### src/common/i2crx_params.svh
/*
 * offsets, field positions, reset values and timing counts of the
 * two-wire master receive block.
 * assumes: included by bare name; word-aligned ahb-lite register map.
 */
`ifndef I2CRX_PARAMS_SVH
`define I2CRX_PARAMS_SVH

// register byte offsets (low address byte)
`define I2CRX_OFF_CTRL      8'h00
`define I2CRX_OFF_BUF       8'h04
`define I2CRX_OFF_STAT      8'h08
`define I2CRX_OFF_IEN       8'h0C
`define I2CRX_OFF_ICLR      8'h10
`define I2CRX_OFF_BAUD      8'h14

// serial_control_register_two bit positions
`define I2CRX_CTRL_SEN      0
`define I2CRX_CTRL_PEN      2
`define I2CRX_CTRL_RECEIVE_ENABLE_BIT     3
`define I2CRX_CTRL_ACK_SEQUENCE_ENABLE_BIT    4
`define I2CRX_CTRL_ACK_DATA_BIT    5
`define I2CRX_CTRL_ACK_STATUS_BIT  6

// interrupt status / enable / clear layout
`define I2CRX_IRQ_EVT       0
`define I2CRX_IRQ_OVF       1
`define I2CRX_IRQ_WRITE_COLLISION_FLAG      2

// status register extra bits
`define I2CRX_STAT_BF       4
`define I2CRX_STAT_BUSY     5

// reset values
`define I2CRX_IEN_RST       3'h0
`define I2CRX_ACK_DATA_BIT_RST     1'b0

// timing: half of one scl period, and the system clock period
`define I2CRX_CLK_PERIOD_NS 5
`define I2CRX_HALF_BIT_NS   5000
`define I2CRX_HALF_BIT_CYC  (`I2CRX_HALF_BIT_NS / `I2CRX_CLK_PERIOD_NS)

`endif

### src/common/i2crx_pkg.sv
/*
 * types of the two-wire master receive block.
 * assumes: constants come from i2crx_params.svh.
 */
package i2crx_pkg;

   // bus sequencer states
   typedef enum logic [2:0] {
      ST_IDLE,
      ST_START,
      ST_TX,
      ST_RX,
      ST_ACK,
      ST_STOP
   } i2crx_state_e;

   // whole state of the block, registered as one word
   typedef struct packed {
      i2crx_state_e state;        // sequencer state
      logic         phase;        // second step of start / stop
      logic         scl_rel;      // 1: scl released, 0: pulled low
      logic         sda_rel;      // 1: sda released, 0: pulled low
      logic [3:0]   bit_cnt;      // bits done in this byte
      logic [15:0]  baud_cnt;     // baud rate counter
      logic [15:0]  baud_reload;  // half period minus one
      logic [7:0]   shift;        // receive_shift_register
      logic [7:0]   rx_buf;       // serial_buffer_register
      logic         buffer_full;  // buffer_full_flag
      logic         ack_status;   // ack_status_bit
      logic         ack_data;     // ack_data_bit
      logic         receive_enable_bit;         // receive_enable_bit
      logic         start_enable_bit;          // start_enable_bit
      logic         pen;          // stop enable
      logic         ack_sequence_enable_bit;        // ack_sequence_enable_bit
      logic [2:0]   int_sts;      // sticky event bits
      logic [2:0]   int_en;       // event enables
      logic         sda_s1;       // sda synchroniser stages
      logic         sda_s2;
      logic         scl_s1;       // scl synchroniser stages
      logic         scl_s2;
      logic         wr_pend;      // write data phase pending
      logic [7:0]   wr_addr;      // its address byte
      logic [31:0]  hrdata;       // read data for the data phase
   } i2crx_regs_s;

endpackage

### src/hw/i2crx_top.sv
/*
 * master-mode receive path of a two-wire serial port, with start, stop,
 * address send, byte receive and master acknowledge, behind an ahb-lite
 * register slave.
 * assumes: one 200 MHz clock; scl/sda are open-drain, resolved outside;
 * a single ahb-lite master doing word transfers.
 */
`timescale 1ns/10ps
`include "i2crx_params.svh"

module i2crx_top #(
   parameter int BAUD_DEFAULT = `I2CRX_HALF_BIT_CYC  // half scl period in cycles
) (
   input  wire logic        ref_clk_i,
   input  wire logic        rst_i,
   input  wire logic        hsel_i,
   input  wire logic [31:0] haddr_i,
   input  wire logic [1:0]  htrans_i,
   input  wire logic        hwrite_i,
   input  wire logic [2:0]  hsize_i,
   input  wire logic [31:0] hwdata_i,
   input  wire logic        hready_i,
   output logic             hreadyout_o,
   output logic             hresp_o,
   output logic [31:0]      hrdata_o,
   input  wire logic        scl_i,
   output logic             scl_o,
   output logic             scl_oe_o,
   input  wire logic        sda_i,
   output logic             sda_o,
   output logic             sda_oe_o,
   output logic             irq_o
);

   // the counter is 16 bits wide and a half period needs at least two cycles;
   // refused at elaboration so a bad build never reaches silicon
   if (BAUD_DEFAULT < 2 || BAUD_DEFAULT > 65536) begin : g_baud_range
      $error("BAUD_DEFAULT out of range");
   end

   localparam logic [15:0] BaudRst = 16'(BAUD_DEFAULT - 1);

   i2crx_pkg::i2crx_regs_s q_reg;   // present state
   i2crx_pkg::i2crx_regs_s q_next;  // next state

   logic       acc;        // address phase accepted
   logic       stretch;    // slave holds scl low while we release it
   logic       tick;       // baud counter rollover
   logic       fall;       // tick while scl is released (scl falls in byte and ack steps)
   logic       idle;       // sequencer idle
   logic       wr_ctrl;    // control write in data phase
   logic       wr_buf;     // buffer write in data phase
   logic       rd_buf;     // buffer read accepted
   logic       rx_done;    // eighth receive bit completes
   logic       tx_done;    // ninth address clock completes
   logic [2:0] set_sts;    // event bits raised this cycle

   // qualifying terms shared by the update logic and the checks
   always_comb begin
      acc     = hsel_i & htrans_i[1] & hready_i & (hsize_i == 3'h2);
      idle    = (q_reg.state == i2crx_pkg::ST_IDLE);
      stretch = q_reg.scl_rel & ~q_reg.scl_s2;
      tick    = ~idle & (q_reg.baud_cnt == 16'h0000) & ~stretch;
      fall    = tick & q_reg.scl_rel;
      wr_ctrl = q_reg.wr_pend & (q_reg.wr_addr == `I2CRX_OFF_CTRL);
      wr_buf  = q_reg.wr_pend & (q_reg.wr_addr == `I2CRX_OFF_BUF);
      rd_buf  = acc & ~hwrite_i & (haddr_i[7:0] == `I2CRX_OFF_BUF);
      rx_done = fall & (q_reg.state == i2crx_pkg::ST_RX) & (q_reg.bit_cnt == 4'h7);
      tx_done = fall & (q_reg.state == i2crx_pkg::ST_TX) & (q_reg.bit_cnt == 4'h8);
   end

   // next state: bus slave, command decode, sequencer and event flags
   always_comb begin
      q_next  = q_reg;
      set_sts = 3'h0;

      // two-flop synchronisers for the open-drain lines
      q_next.sda_s1 = sda_i;
      q_next.sda_s2 = q_reg.sda_s1;
      q_next.scl_s1 = scl_i;
      q_next.scl_s2 = q_reg.scl_s1;

      // baud counter only runs while a sequence is active
      if (idle) begin
         q_next.baud_cnt = q_reg.baud_reload;
      end else if (!stretch) begin
         q_next.baud_cnt = tick ? q_reg.baud_reload : q_reg.baud_cnt - 16'h0001;
      end

      // sequencer steps on each rollover
      if (tick) begin
         case (q_reg.state)
            i2crx_pkg::ST_START: begin
               if (!q_reg.phase) begin
                  q_next.sda_rel = 1'b0;   // sda falls while scl high
                  q_next.phase   = 1'b1;
               end else begin
                  q_next.scl_rel = 1'b0;
                  q_next.start_enable_bit     = 1'b0;
                  q_next.state   = i2crx_pkg::ST_IDLE;
                  set_sts[`I2CRX_IRQ_EVT] = 1'b1;
               end
            end
            i2crx_pkg::ST_STOP: begin
               if (!q_reg.phase) begin
                  q_next.scl_rel = 1'b1;
                  q_next.phase   = 1'b1;
               end else begin
                  q_next.sda_rel = 1'b1;   // sda rises while scl high
                  q_next.pen     = 1'b0;
                  q_next.state   = i2crx_pkg::ST_IDLE;
                  set_sts[`I2CRX_IRQ_EVT] = 1'b1;
               end
            end
            i2crx_pkg::ST_TX, i2crx_pkg::ST_RX, i2crx_pkg::ST_ACK: begin
               q_next.scl_rel = ~q_reg.scl_rel;
               if (q_reg.scl_rel) begin
                  // end of a high phase: sample sda on receive bits and the address ack, then scl goes low
                  q_next.bit_cnt = q_reg.bit_cnt + 4'h1;
                  if (q_reg.state == i2crx_pkg::ST_TX) begin
                     if (q_reg.bit_cnt == 4'h8) begin
                        q_next.ack_status = q_reg.sda_s2;
                        q_next.state      = i2crx_pkg::ST_IDLE;
                        set_sts[`I2CRX_IRQ_EVT] = 1'b1;
                     end else begin
                        q_next.shift   = {q_reg.shift[6:0], 1'b0};
                        // release sda for the slave's acknowledge
                        q_next.sda_rel = (q_reg.bit_cnt == 4'h7) ? 1'b1 : q_reg.shift[6];
                     end
                  end else if (q_reg.state == i2crx_pkg::ST_RX) begin
                     q_next.shift = {q_reg.shift[6:0], q_reg.sda_s2};
                     if (q_reg.bit_cnt == 4'h7) begin
                        q_next.receive_enable_bit   = 1'b0;
                        q_next.rx_buf = {q_reg.shift[6:0], q_reg.sda_s2};
                        q_next.state  = i2crx_pkg::ST_IDLE;
                        set_sts[`I2CRX_IRQ_EVT] = 1'b1;
                        // a byte nobody has read yet is overrun
                        set_sts[`I2CRX_IRQ_OVF] = q_reg.buffer_full;
                     end
                  end else begin
                     q_next.sda_rel = 1'b1;
                     q_next.ack_sequence_enable_bit   = 1'b0;
                     q_next.state   = i2crx_pkg::ST_IDLE;
                     set_sts[`I2CRX_IRQ_EVT] = 1'b1;
                  end
               end
            end
            default: begin
               q_next.state = i2crx_pkg::ST_IDLE;
            end
         endcase
      end

      // write data phase of the register slave
      if (q_reg.wr_pend) begin
         q_next.wr_pend = 1'b0;
         case (q_reg.wr_addr)
            `I2CRX_OFF_CTRL: begin
               q_next.ack_data = hwdata_i[`I2CRX_CTRL_ACK_DATA_BIT];
               // commands start only from idle; otherwise disregarded
               if (idle) begin
                  q_next.phase = 1'b0;
                  if (hwdata_i[`I2CRX_CTRL_SEN]) begin
                     q_next.start_enable_bit     = 1'b1;
                     q_next.scl_rel = 1'b1;
                     q_next.sda_rel = 1'b1;
                     q_next.state   = i2crx_pkg::ST_START;
                  end else if (hwdata_i[`I2CRX_CTRL_PEN]) begin
                     q_next.pen     = 1'b1;
                     q_next.sda_rel = 1'b0;
                     q_next.state   = i2crx_pkg::ST_STOP;
                  end else if (hwdata_i[`I2CRX_CTRL_RECEIVE_ENABLE_BIT]) begin
                     q_next.receive_enable_bit    = 1'b1;
                     q_next.sda_rel = 1'b1;
                     q_next.bit_cnt = 4'h0;
                     q_next.state   = i2crx_pkg::ST_RX;
                  end else if (hwdata_i[`I2CRX_CTRL_ACK_SEQUENCE_ENABLE_BIT]) begin
                     q_next.ack_sequence_enable_bit   = 1'b1;
                     q_next.sda_rel = hwdata_i[`I2CRX_CTRL_ACK_DATA_BIT];
                     q_next.state   = i2crx_pkg::ST_ACK;
                  end
               end
            end
            `I2CRX_OFF_BUF: begin
               if (idle) begin
                  q_next.shift   = hwdata_i[7:0];
                  q_next.sda_rel = hwdata_i[7];
                  q_next.bit_cnt = 4'h0;
                  q_next.state   = i2crx_pkg::ST_TX;
               end else begin
                  set_sts[`I2CRX_IRQ_WRITE_COLLISION_FLAG] = 1'b1;
               end
            end
            `I2CRX_OFF_IEN:  q_next.int_en = hwdata_i[2:0];
            `I2CRX_OFF_ICLR: q_next.int_sts = q_reg.int_sts & ~hwdata_i[2:0];
            `I2CRX_OFF_BAUD: begin
               // a reload below one would stall the counter at zero
               if (hwdata_i[15:0] != 16'h0000) begin
                  q_next.baud_reload = hwdata_i[15:0];
               end
            end
            default: begin
               q_next.wr_pend = 1'b0;  // unmapped: ignored
            end
         endcase
      end

      // read clear first so that a byte landing now keeps its flag
      if (rd_buf) begin
         q_next.buffer_full = 1'b0;
      end
      if (rx_done) begin
         q_next.buffer_full = 1'b1;
      end
      q_next.int_sts = q_next.int_sts | set_sts;

      // address phase of the register slave
      if (acc) begin
         q_next.wr_pend = hwrite_i;
         q_next.wr_addr = haddr_i[7:0];
         q_next.hrdata  = 32'h0000_0000;
         if (!hwrite_i) begin
            case (haddr_i[7:0])
               `I2CRX_OFF_CTRL: begin
                  q_next.hrdata[`I2CRX_CTRL_SEN]     = q_reg.start_enable_bit;
                  q_next.hrdata[`I2CRX_CTRL_PEN]     = q_reg.pen;
                  q_next.hrdata[`I2CRX_CTRL_RECEIVE_ENABLE_BIT]    = q_reg.receive_enable_bit;
                  q_next.hrdata[`I2CRX_CTRL_ACK_SEQUENCE_ENABLE_BIT]   = q_reg.ack_sequence_enable_bit;
                  q_next.hrdata[`I2CRX_CTRL_ACK_DATA_BIT]   = q_reg.ack_data;
                  q_next.hrdata[`I2CRX_CTRL_ACK_STATUS_BIT] = q_reg.ack_status;
               end
               `I2CRX_OFF_BUF:  q_next.hrdata[7:0] = q_reg.rx_buf;
               `I2CRX_OFF_STAT: begin
                  q_next.hrdata[2:0]              = q_reg.int_sts;
                  q_next.hrdata[`I2CRX_STAT_BF]   = q_reg.buffer_full;
                  q_next.hrdata[`I2CRX_STAT_BUSY] = ~idle;
               end
               `I2CRX_OFF_IEN:  q_next.hrdata[2:0]  = q_reg.int_en;
               `I2CRX_OFF_BAUD: q_next.hrdata[15:0] = q_reg.baud_reload;
               default: begin
                  q_next.hrdata = 32'h0000_0000;  // unmapped and write-only read zero
               end
            endcase
         end
      end
   end

   // state register; lines released and flags clear after reset
   always_ff @(posedge ref_clk_i or posedge rst_i) begin
      if (rst_i) begin
         q_reg             <= '0;
         q_reg.state       <= i2crx_pkg::ST_IDLE;
         q_reg.scl_rel     <= 1'b1;
         q_reg.sda_rel     <= 1'b1;
         q_reg.sda_s1      <= 1'b1;
         q_reg.sda_s2      <= 1'b1;
         q_reg.scl_s1      <= 1'b1;
         q_reg.scl_s2      <= 1'b1;
         q_reg.baud_cnt    <= BaudRst;
         q_reg.baud_reload <= BaudRst;
         q_reg.ack_data    <= `I2CRX_ACK_DATA_BIT_RST;
         q_reg.int_en      <= `I2CRX_IEN_RST;
      end else begin
         q_reg <= q_next;
      end
   end

   // zero-wait slave: always ready, always okay
   assign hreadyout_o = 1'b1;
   assign hresp_o     = 1'b0;
   assign hrdata_o    = q_reg.hrdata;
   // open drain: only ever drive low
   assign scl_o       = 1'b0;
   assign sda_o       = 1'b0;
   assign scl_oe_o    = ~q_reg.scl_rel;
   assign sda_oe_o    = ~q_reg.sda_rel;
   assign irq_o       = |(q_reg.int_sts & q_reg.int_en);
endmodule

### config.mk
export PLATFORM = sky130hd
export DESIGN_NAME = i2crx_top
export DESIGN_NICKNAME = d
export VERILOG_FILES = /design/src/common/i2crx_pkg.sv /design/src/hw/i2crx_top.sv
export VERILOG_INCLUDE_DIRS = /design/src /design/src/common
export SDC_FILE = /design/constraint.sdc
export NUM_CORES = 1
export LEC_CHECK = 0
export BUFFER_PORTS_ARGS = -buffer_cell sky130_fd_sc_hd__buf_2
export CAP_MARGIN = 20
export CELL_PAD_IN_SITES_DETAIL_PLACEMENT = 1
export CELL_PAD_IN_SITES_GLOBAL_PLACEMENT = 1
export CORE_MARGIN = 8
export CORE_UTILIZATION = 42
export DETAILED_ROUTE_END_ITERATION = 10
export GPL_ROUTABILITY_DRIVEN = 1
export HOLD_SLACK_MARGIN = 0.1
export PLACE_DENSITY_LB_ADDON = 0.1
export SLEW_MARGIN = 25
export SYNTH_ARGS = -nofsm -noshare
export SYNTH_HDL_FRONTEND = slang
export SYNTH_SLANG_ARGS = --single-unit
### constraint.sdc
create_clock -name ref_clk_i -period 3 [get_ports ref_clk_i]
set_input_delay 0.15 -clock ref_clk_i [delete_from_list [all_inputs] [get_ports ref_clk_i]]
set_output_delay 0.15 -clock ref_clk_i [all_outputs]
set_load 0.01 [all_outputs]
==> results of run 1 <==
-- power breakdown --
part / total (mW) / internal (mW) / switching [mW]
logic: 0.692 / 0.274 / 0.418
registers: 1.68 / 1.51 / 0.173
clock network: 1.18 / 0.649 / 0.528
total: 3.55 / 2.43 / 1.12
-- path summary, 6_finish.rpt --
check | end | cells past startpoint | slack, ns
max | q_reg[71] | 6 | 0.45
min | q_reg[69] | 3 | 0.12
max reg2reg | q_reg[71] | 6 | 0.45
min reg2reg | q_reg[41] | 0 | 0.36
max in group asynchronous | q_reg[90] | 4 | 1.65
min in group asynchronous | hrdata_o[14] | 3 | 0.53
-- logic make-up (layout without fill, tap and decap cells) --
logic type | after synthesis | count (layout)
AND/OR/NAND/NOR | 163 | 163
AO/OA/AOI/OAI | 125 | 125
flip-flops | 99 | 99
buffers and inverters | 87 | 125
multiplexers | 54 | 54
adder cells (fa/ha/maj) | 4 | 4
XOR/XNOR | 3 | 3
other | 2 | 20
-- critical path: cells and delay by family (launching register included) --
| kind | cells | cell delay (ns) |
|---|---|---|
| AO/OA/AOI/OAI | 1 | 0.09 |
| flip-flops | 1 | 0.43 |
| multiplexers | 1 | 0.26 |
| AND/OR/NAND/NOR | 4 | 1.63 |
-- Yosys cell counts, types with 3 or more instances --
| master | count |
|---|---|
| a22o_1 | 14 |
| mux2_4 | 7 |
| nand3b_1 | 3 |
| ha_1 | 4 |
| nor4_4 | 3 |
| nand2b_1 | 6 |
| o2bb2ai_1 | 3 |
| o21ai_0 | 30 |
| mux2_2 | 26 |
| a21oi_1 | 33 |
| inv_1 | 23 |
| dfstp_2 | 22 |
| a211oi_1 | 4 |
| nand4_1 | 9 |
| buf_4 | 36 |
| nor4_1 | 5 |
| or3_1 | 3 |
| a31oi_1 | 4 |
| o41ai_1 | 3 |
| nand2_1 | 44 |
| nor2b_1 | 4 |
| nor3_1 | 22 |
| nor2_1 | 37 |
| o22ai_1 | 7 |
| dfrtp_1 | 77 |
| clkbuf_1 | 23 |
| nand3_1 | 15 |
| mux2i_1 | 21 |
-- layer usage --
metal  up-vias  global-route usage (%)  routed length, µm
met1      2097                    24.4               6650
met2        95                    31.1               7180
met3        22                    5.05                828
met4         0                    5.74                279
met5         -                       0                  0
li1       1974                       -                  -
-- cell type report --
class                      instances  area share, %
tap                              172           3.52
multi-input combinational        369           40.0
clock buffer                      10           3.75
clock inverter                     6           1.11
timing repair buffer              86           9.17
sequential                        99           41.0
inverter                          23           1.45
-- repair_timing --
item                                    in CTS  in global routing
endpoints found under the setup margin       0                  0
setup buffers                                0                  0
endpoints found under the hold margin       75                  0
hold buffers                                19                  0
==> flow_summary.toml, run 1 <==
[clock_tree]
path_clk_slew_ns = 0.07
cts_buffers = 9
cts.htree.levels = 3
cts_sinks = 99
cts_tree = "built"
clockBufferDepth = 2
insertion_delay_ns = 0.36
cts_resized = 0
cts-root-buf = "clkbuf_16"

[cells_and_area]
post-route-util_pct = 48.8
area_growth_pct = 14.1
final-seq-area_mm2 = 0.00250
postLayoutCellArea_mm2 = 0.00611
multi_input_area_mm2 = 0.00245
drive_gt1_share_pct = 25.3
final_common_cell = "dfrtp_1"
antenna_cells = 0
finalNonFillerCells = 765
fill_cells = 1452
nets = 668
largest_register_ffs = 81
layout.cells.most_common_list = "dfrtp_1 (77), buf_2 (53), nand2_1 (44)"

[yosys]
yosysTopAreaCell = "dfrtp_1"
synth_area_leaders = "dfrtp_1 (36%), dfstp_2 (11%), mux2_2 (5.5%), buf_4 (5.0%), mux2i_1 (3.9%)"
synth_area_mm2 = 0.00536
synth_top_family_by_area = "simple AND/OR/NAND/NOR gates"
synth.avg_cell_area_um2 = 9.97
yosys_warnings = 0
async_flop_share_pct = 100
synth_xor_xnor_area_share_pct = 0.491
synth-compound-area-share_pct = 15.3
synthDistinctLibCells = 61
synth_fa_ha_area_share_pct = 0.934
synth_top_area_share_pct = 36.0
ys_seq_area_share_pct = 46.8
synth_edf_count = 0
ys_ff_latch = 99
synth-simple-area-share_pct = 16.1
netlist_instances = 537
ys.flop_type = "dfrtp_1"
synthMuxAreaShare_pct = 11.4

[worst_hold_path]
hold_class = "in -> reg"
hp-start = "hwdata_i[3]"

[routing]
drt_wl_total_um = 14900
vias = 4188
drc_errors = 0
drt-vias-per-instance = 5.47
drt_iter0_markers = 277
postRouteAntennaNets = 0
first_pass_iters = 4
post_drt_wl_per_cell_um = 19.5

[sta]
fin_setup_tns_ns = 0
fmax_mhz = 392
grt_setup_unrepaired = "false"
final.min_clock_period_ns = 2.55
slew_violations = 0
hold_ws_ns = 0.116
layout_setup_ws_ns = 0.447
fin_skew_ns = 0.0108
tightest_slew_ns = 0.897
setup_viol_count_final = 0
finalCritPeriodShare_pct = 85.1
maxSlewHeadroom_pct = 40.2
finalHoldViolCount = 0

[placed_design]
place_area_mm2 = 0.00563
dp_hpwl_um = 10800
post-place-ws_ns = 0.432
io_buffer_count = 53
placedCellCount = 730
globalplace.congestion = 0.796

[global_route]
antenna_found_initial = 0
grt_max_degree = 73
grt_pass1_vias = 4521
grt_pass1_wl_um = 24500
grtUsageTotal_pct = 19.1
grt-ovfl-total = 0

[pwr]
p_leak_nw = 2.77
ir_drop_v = 0.000344
p_per_area_mw_per_mm2 = 581
power_mw = 3.55

[critical_path]
slowest_stage = "nor4b_4"
r2r-start = "q_reg[100]"
worstSetupPathType = "reg -> reg"
critical-path-max-stage-delay_ns = 0.60
cp.required_ns = 3.22
path_max_fanout = 7
critPathCaptureType = "flop"
setup.worst_path.start = "q_reg[100]"
cp.arrival_ns = 2.77
crit_chain = "nor3_1 -> nand2_2 -> nor4_2 -> nor4b_4 -> mux2i_1 -> a21oi_1"
crit_path_start_kind = "flop"

[run]
drv_cap = 0

[floorplanning]
rows = 41
core-area_mm2 = 0.0125
initial_core_util_pct = 42.8
fp.dieH_um = 129
die_width_um = 129
dieArea_mm2 = 0.0166
ios = 115

[outcome]
status = "completed"
Power figures use the tool's default switching activity.
==> run 2: changes to the inputs <==
Settings changed: CORE_UTILIZATION 42 to 43, CTS_BUF_LIST set to sky130_fd_sc_hd__clkbuf_8.
==> run 2 against run 1 <==
  * First-iteration DRC count is 26% lower
  * Routed wire length is 2.9% lower
  * Fmax is 1.8% lower
  * Sequential share of layout area is 0.14 points higher
  * Register-to-register slack worse by 0.05 ns
  * Total power is 5.8% lower
  * Setup slack worse by 0.047 ns
  * Final cell count is 0.13% lower
  * Via count is 0.48% higher
  * Die area is 2.0% lower
  * Clock skew is 0.0022 ns lower
  * Clock power is 17% lower
  * Largest power group unchanged
==> flow_summary.toml, run 2 (same netlist as run 1, synthesis figures left out) <==
[outcome]
status = "completed"

[clock_tree]
clockBufferDepth = 2
cts_resized = 0
cts.htree.levels = 3
cts_setup_buffers = 0
cts_tree = "built"
cts_buffers = 9
hold_buffers = 25
path_clk_slew_ns = 0.10
insertion_delay_ns = 0.38
cts_sinks = 99
cts-root-buf = "clkbuf_8"

[sta]
slew_violations = 0
finalCritPeriodShare_pct = 86.6
tightest_slew_ns = 0.792
fmax_mhz = 385
finalHoldViolCount = 0
fin_setup_tns_ns = 0
final.min_clock_period_ns = 2.60
fin_skew_ns = 0.00860
maxSlewHeadroom_pct = 47.2
setup_viol_count_final = 0
grt_setup_unrepaired = "false"

[floorplanning]
dieArea_mm2 = 0.0163
rows = 40
ios = 115
initial_core_util_pct = 44.2
core-area_mm2 = 0.0121
fp.dieH_um = 128
die_width_um = 128

[global_route]
grt_max_degree = 63
grt-ovfl-total = 0
antenna_found_initial = 0
grtUsageTotal_pct = 18.6
grt_pass1_vias = 4424
grt_pass1_wl_um = 24000

[routing]
vias = 4208
first_pass_iters = 4
drt-vias-per-instance = 5.51
drt_wl_total_um = 14500
post_drt_wl_per_cell_um = 19.0
drt_iter0_markers = 205
postRouteAntennaNets = 0
drc_errors = 0

[cells_and_area]
largest_register_ffs = 81
area_growth_pct = 13.7
drive_gt1_share_pct = 24.8
layout.cells.most_common_list = "dfrtp_1 (77), buf_2 (53), nand2_1 (44)"
nets = 671
final_common_cell = "dfrtp_1"
antenna_cells = 0
post-route-util_pct = 50.3

[pwr]
power.share.clock_pct = 29.3
swShare_pct = 31.8
p_int_mw = 2.28
combPwrFrac_pct = 20.6
power_mw = 3.35
p_sw_mw = 1.07
ir_drop_v = 0.000297
p_leak_nw = 2.76
pwr-share-seq_pct = 50.1
p_per_area_mw_per_mm2 = 550

[critical_path]
crit_path_start_kind = "flop"
worstSetupPathType = "reg -> reg"
crit_chain = "nor3_1 -> nand2_2 -> nor4_2 -> nor4b_4 -> mux2i_1 -> a21oi_1"
cp.required_ns = 3.24
critical-path-max-stage-delay_ns = 0.62
cp.arrival_ns = 2.84
path_max_fanout = 7
slowest_stage = "nor4b_4"
critPathCaptureType = "flop"
crit_family = "simple AND/OR/NAND/NOR gates"
cp_num_buf_inv = 0

[placed_design]
io_buffer_count = 53
dp_hpwl_um = 10700
globalplace.congestion = 0.810

[worst_hold_path]
hold_class = "in -> reg"

[run]
drv_cap = 0
-- run 2: worst paths after layout --
check	start	to	slack, ns	depth (start not counted)
max in group asynchronous	rst_i	q_reg[90]	1.80	4
setup reg to reg	q_reg[101]	q_reg[68]	0.40	6
setup / recovery	q_reg[101]	q_reg[68]	0.40	6
hold / removal	hwdata_i[2]	q_reg[52]	0.16	2
min in group asynchronous	rst_i	q_reg[33]	0.45	3
hold reg to reg	q_next[43]	q_reg[43]	0.35	0
-- run 2: worst reg2reg max path: stages, from the launching register on --
cell and delay [ns]:
dfrtp_1 0.42, nor3_1 0.32, nand2_2 0.20, nor4_2 0.54, nor4b_4 0.63, mux2i_1 0.26, a21oi_1 0.09
-- run 2: power by group through the flow --
stage / logic (mW) / clock network, mW / registers (mW)
global route: 0.783 / 1.07 / 1.71
detailed placement: 0.667 / 0 / 1.71
CTS: 0.694 / 1.02 / 1.68
floorplan: 0.529 / 0 / 1.64
finish: 0.688 / 0.982 / 1.68
global placement: 0.640 / 0 / 1.69
-- run 2: metrics by stage --
step           instances  area [µm²]  hold slack [ns]  setup WS (ns)
4_1_cts              764        6090            0.136          0.366
3_5_place_dp         723        5620            0.256          0.375
3_3_place_gp         723        5610            0.257          0.493
6_report             764        6090            0.161          0.401
5_1_grt              764        6090            0.145          0.133
2_1_floorplan        555        5420            0.154          0.296
-- run 2: cell type report --
type	count	area (µm²)
tap	168	210
sequential	99	2500
timing repair buffer	89	611
clock inverter	6	87.6
multi-input combinational	369	2450
inverter	23	88.8
clock buffer	10	138
fill	1412	6020
-- run 2: metal layers --
metal,vias up,wire [µm],global-route usage (%)
met5,-,0,0
met4,0,233,6.85
met3,16,597,3.29
met2,79,6940,30.2
met1,2127,6740,24.3
li1,1986,-,-
==> run 3: changes to the inputs <==
Settings changed: ABC_AREA set to 1, CORE_UTILIZATION 43 to 40, CTS_BUF_LIST sky130_fd_sc_hd__clkbuf_8 to unset.
==> run 3 against run 2 <==
  * Register-to-register slack better by 0.51 ns
  * Synthesized cell count up 30%
  * Flip-flop and latch count unchanged
  * Die area up 9.4%
  * Global-route usage up 0.37 points
  * Core utilization down 4.4 points
  * Critical path type unchanged
  * Critical endpoint is now q_reg[71]
==> flow_summary.toml, run 3 <==
[floorplanning]
initial_core_util_pct = 40.4
dieArea_mm2 = 0.0178
die_width_um = 133
core-area_mm2 = 0.0137
ios = 115
rows = 43
fp.dieH_um = 133

[global_route]
antenna_found_initial = 0
grt_pass1_vias = 5093
grtUsageTotal_pct = 19.0
grt_pass1_wl_um = 26800
grt_max_degree = 57
grt-ovfl-total = 0

[clock_tree]
cts.htree.levels = 3
clockBufferDepth = 2
cts_resized = 0
cts_buffers = 9
insertion_delay_ns = 0.36
cts-root-buf = "clkbuf_16"
path_clk_slew_ns = 0.07
cts_sinks = 99
cts_tree = "built"

[yosys]
netlist_instances = 696
yosys_warnings = 0
synth_area_leaders = "dfrtp_1 (35%), dfstp_2 (10%), nand2_1 (8.9%), inv_1 (6.7%), o21ai_0 (6.3%)"
synth_top_area_share_pct = 34.9
async_flop_share_pct = 100
yosys-top-cells-count = "nand2_1 (131), inv_1 (98), dfrtp_1 (77), o21ai_0 (70), nor2_1 (63)"
synthDistinctLibCells = 48
ys.flop_type = "dfrtp_1"
ys_ff_latch = 99
synth_area_mm2 = 0.00552
synth_edf_count = 0
yosysMostFrequentCell = "nand2_1"
synth.avg_cell_area_um2 = 7.93
yosysTopAreaCell = "dfrtp_1"
ys_seq_area_share_pct = 45.4

[routing]
post_drt_wl_per_cell_um = 17.3
first_pass_iters = 4
drc_errors = 0
vias = 4811
postRouteAntennaNets = 0
drt-vias-per-instance = 5.12
drt_wl_total_um = 16300
drt_iter0_markers = 289

[critical_path]
cp.required_ns = 3.30
critPathCaptureType = "flop"
worstSetupPathType = "reg -> reg"
rrSetupSlack_ns = 0.91
cpMostUsedCell = "inv_1"
r2r-start = "q_reg[33]"
path_max_fanout = 4
critical-path-max-stage-delay_ns = 0.43
r2r_end = "q_reg[71]"
crit_family = "simple AND/OR/NAND/NOR gates"
cp_num_buf_inv = 4
cp.arrival_ns = 2.38
slowest_stage = "nor3_1"
worst_r2r_path_depth = 11
crit_path_start_kind = "flop"
crit_chain = "nor2_1 -> inv_1 -> nor2_1 -> inv_1 -> nor3_1 -> nand2_1 -> inv_1 -> a21oi_1 -> o21ai_1 -> o21ai_1 -> inv_1"
setup.worst_path.start = "q_reg[33]"

[sta]
fin_skew_ns = 0.0109
final.min_clock_period_ns = 2.09
finalCritPeriodShare_pct = 69.5
finalHoldViolCount = 0
fin_setup_tns_ns = 0
grt_setup_unrepaired = "false"
slew_violations = 0
fmax_mhz = 479
tightest_slew_ns = 0.718
setup_viol_count_final = 0
maxSlewHeadroom_pct = 52.1

[run]
drv_cap = 0

[placed_design]
io_buffer_count = 53
globalplace.congestion = 0.878
place_area_mm2 = 0.00580
dp_hpwl_um = 12200

[cells_and_area]
largest_register_ffs = 81
drive_gt1_share_pct = 17.6
final_common_cell = "nand2_1"
fill_cells = 1698
layout.cells.most_common_list = "nand2_1 (131), inv_1 (97), dfrtp_1 (77)"
area_growth_pct = 13.6
nets = 835
antenna_cells = 0
postLayoutCellArea_mm2 = 0.00627

[outcome]
status = "completed"

[worst_hold_path]
hp-start = "hwdata_i[15]"
whs_path_depth = 3
hold-path-endpoint = "q_reg[89]"
hold_class = "in -> reg"

[pwr]
p_leak_nw = 3.08
ir_drop_v = 0.000279
p_per_area_mw_per_mm2 = 529
==> run 3: worst max-delay path by stage <==
stage	depth (start not counted)	to
2_1_floorplan	1	hrdata_o[0]
3_3_place_gp	9	q_reg[93]
3_5_place_dp	9	q_reg[103]
4_1_cts	9	q_reg[103]
5_1_grt	11	q_reg[70]
6_report	11	q_reg[71]
==> run 3: cells by family after synthesis <==
kind of cell / after synthesis / share of synthesized area (%)
simple gates: 262 / 22.2
compound gates: 166 / 17.0
buf+inv: 157 / 13.5
flops: 99 / 45.4
xor+xnor: 5 / 0.793
fa+ha+maj: 4 / 0.906
other cells: 2 / 0.136
mux: 1 / 0.181
==> run 3: per-stage QoR <==
step / total power [mW] / hold slack [ns] / worst slack (ns) / cells / util, %
after detailed placement: 2.21 / 0.256 / 0.926 / 904 / 42.4
after global routing: 3.50 / 0.124 / 0.761 / 940 / 45.9
final: 3.32 / 0.113 / 0.914 / 940 / 45.9
after CTS: 3.36 / 0.106 / 0.909 / 940 / 45.9
after global placement: 2.18 / 0.254 / 0.972 / 904 / 42.4
after floorplan: 2.04 / 0.154 / 0.296 / 714 / -
==> run 3: worst min-delay path, cell delays in order <==
cell and delay, ns:
buf_2 0.12, nor2_1 0.06, a21oi_1 0.10
==> run 3: what timing repair did <==
item / in CTS / in global routing
buffers inserted: 0 / 0
endpoints found under the hold margin: 61 / 0
hold buffers: 20 / 0
==> run 3: layout make-up <==
cell class                      count  area [µm²]  share of cell area, %
Inverter                          108         418                   6.66
Sequential cell                    99        2500                   39.9
Multi-Input combinational cell    458        2340                   37.3
Timing Repair Buffer               79         510                   8.14
Clock buffer                       12         246                   3.93
Clock inverter                      4        28.8                  0.459
Tap cell                          180         225                   3.59
==> run 3: report_power, final <==
part	internal (mW)	leakage (nW)	switching [mW]
clock	0.586	0.129	0.522
combinational	0.204	1.76	0.417
sequential	1.49	1.19	0.101
==> run 3: per-layer routing <==
layer / vias to the layer above / GRT usage (%) / part of all wire [%]
met1: 2367 / 23.8 / 45
li1: 2337 / - / -
met4: 0 / 7.86 / 1.8
met2: 90 / 31.8 / 50
met3: 17 / 2.97 / 3.3
met5: - / 0 / 0
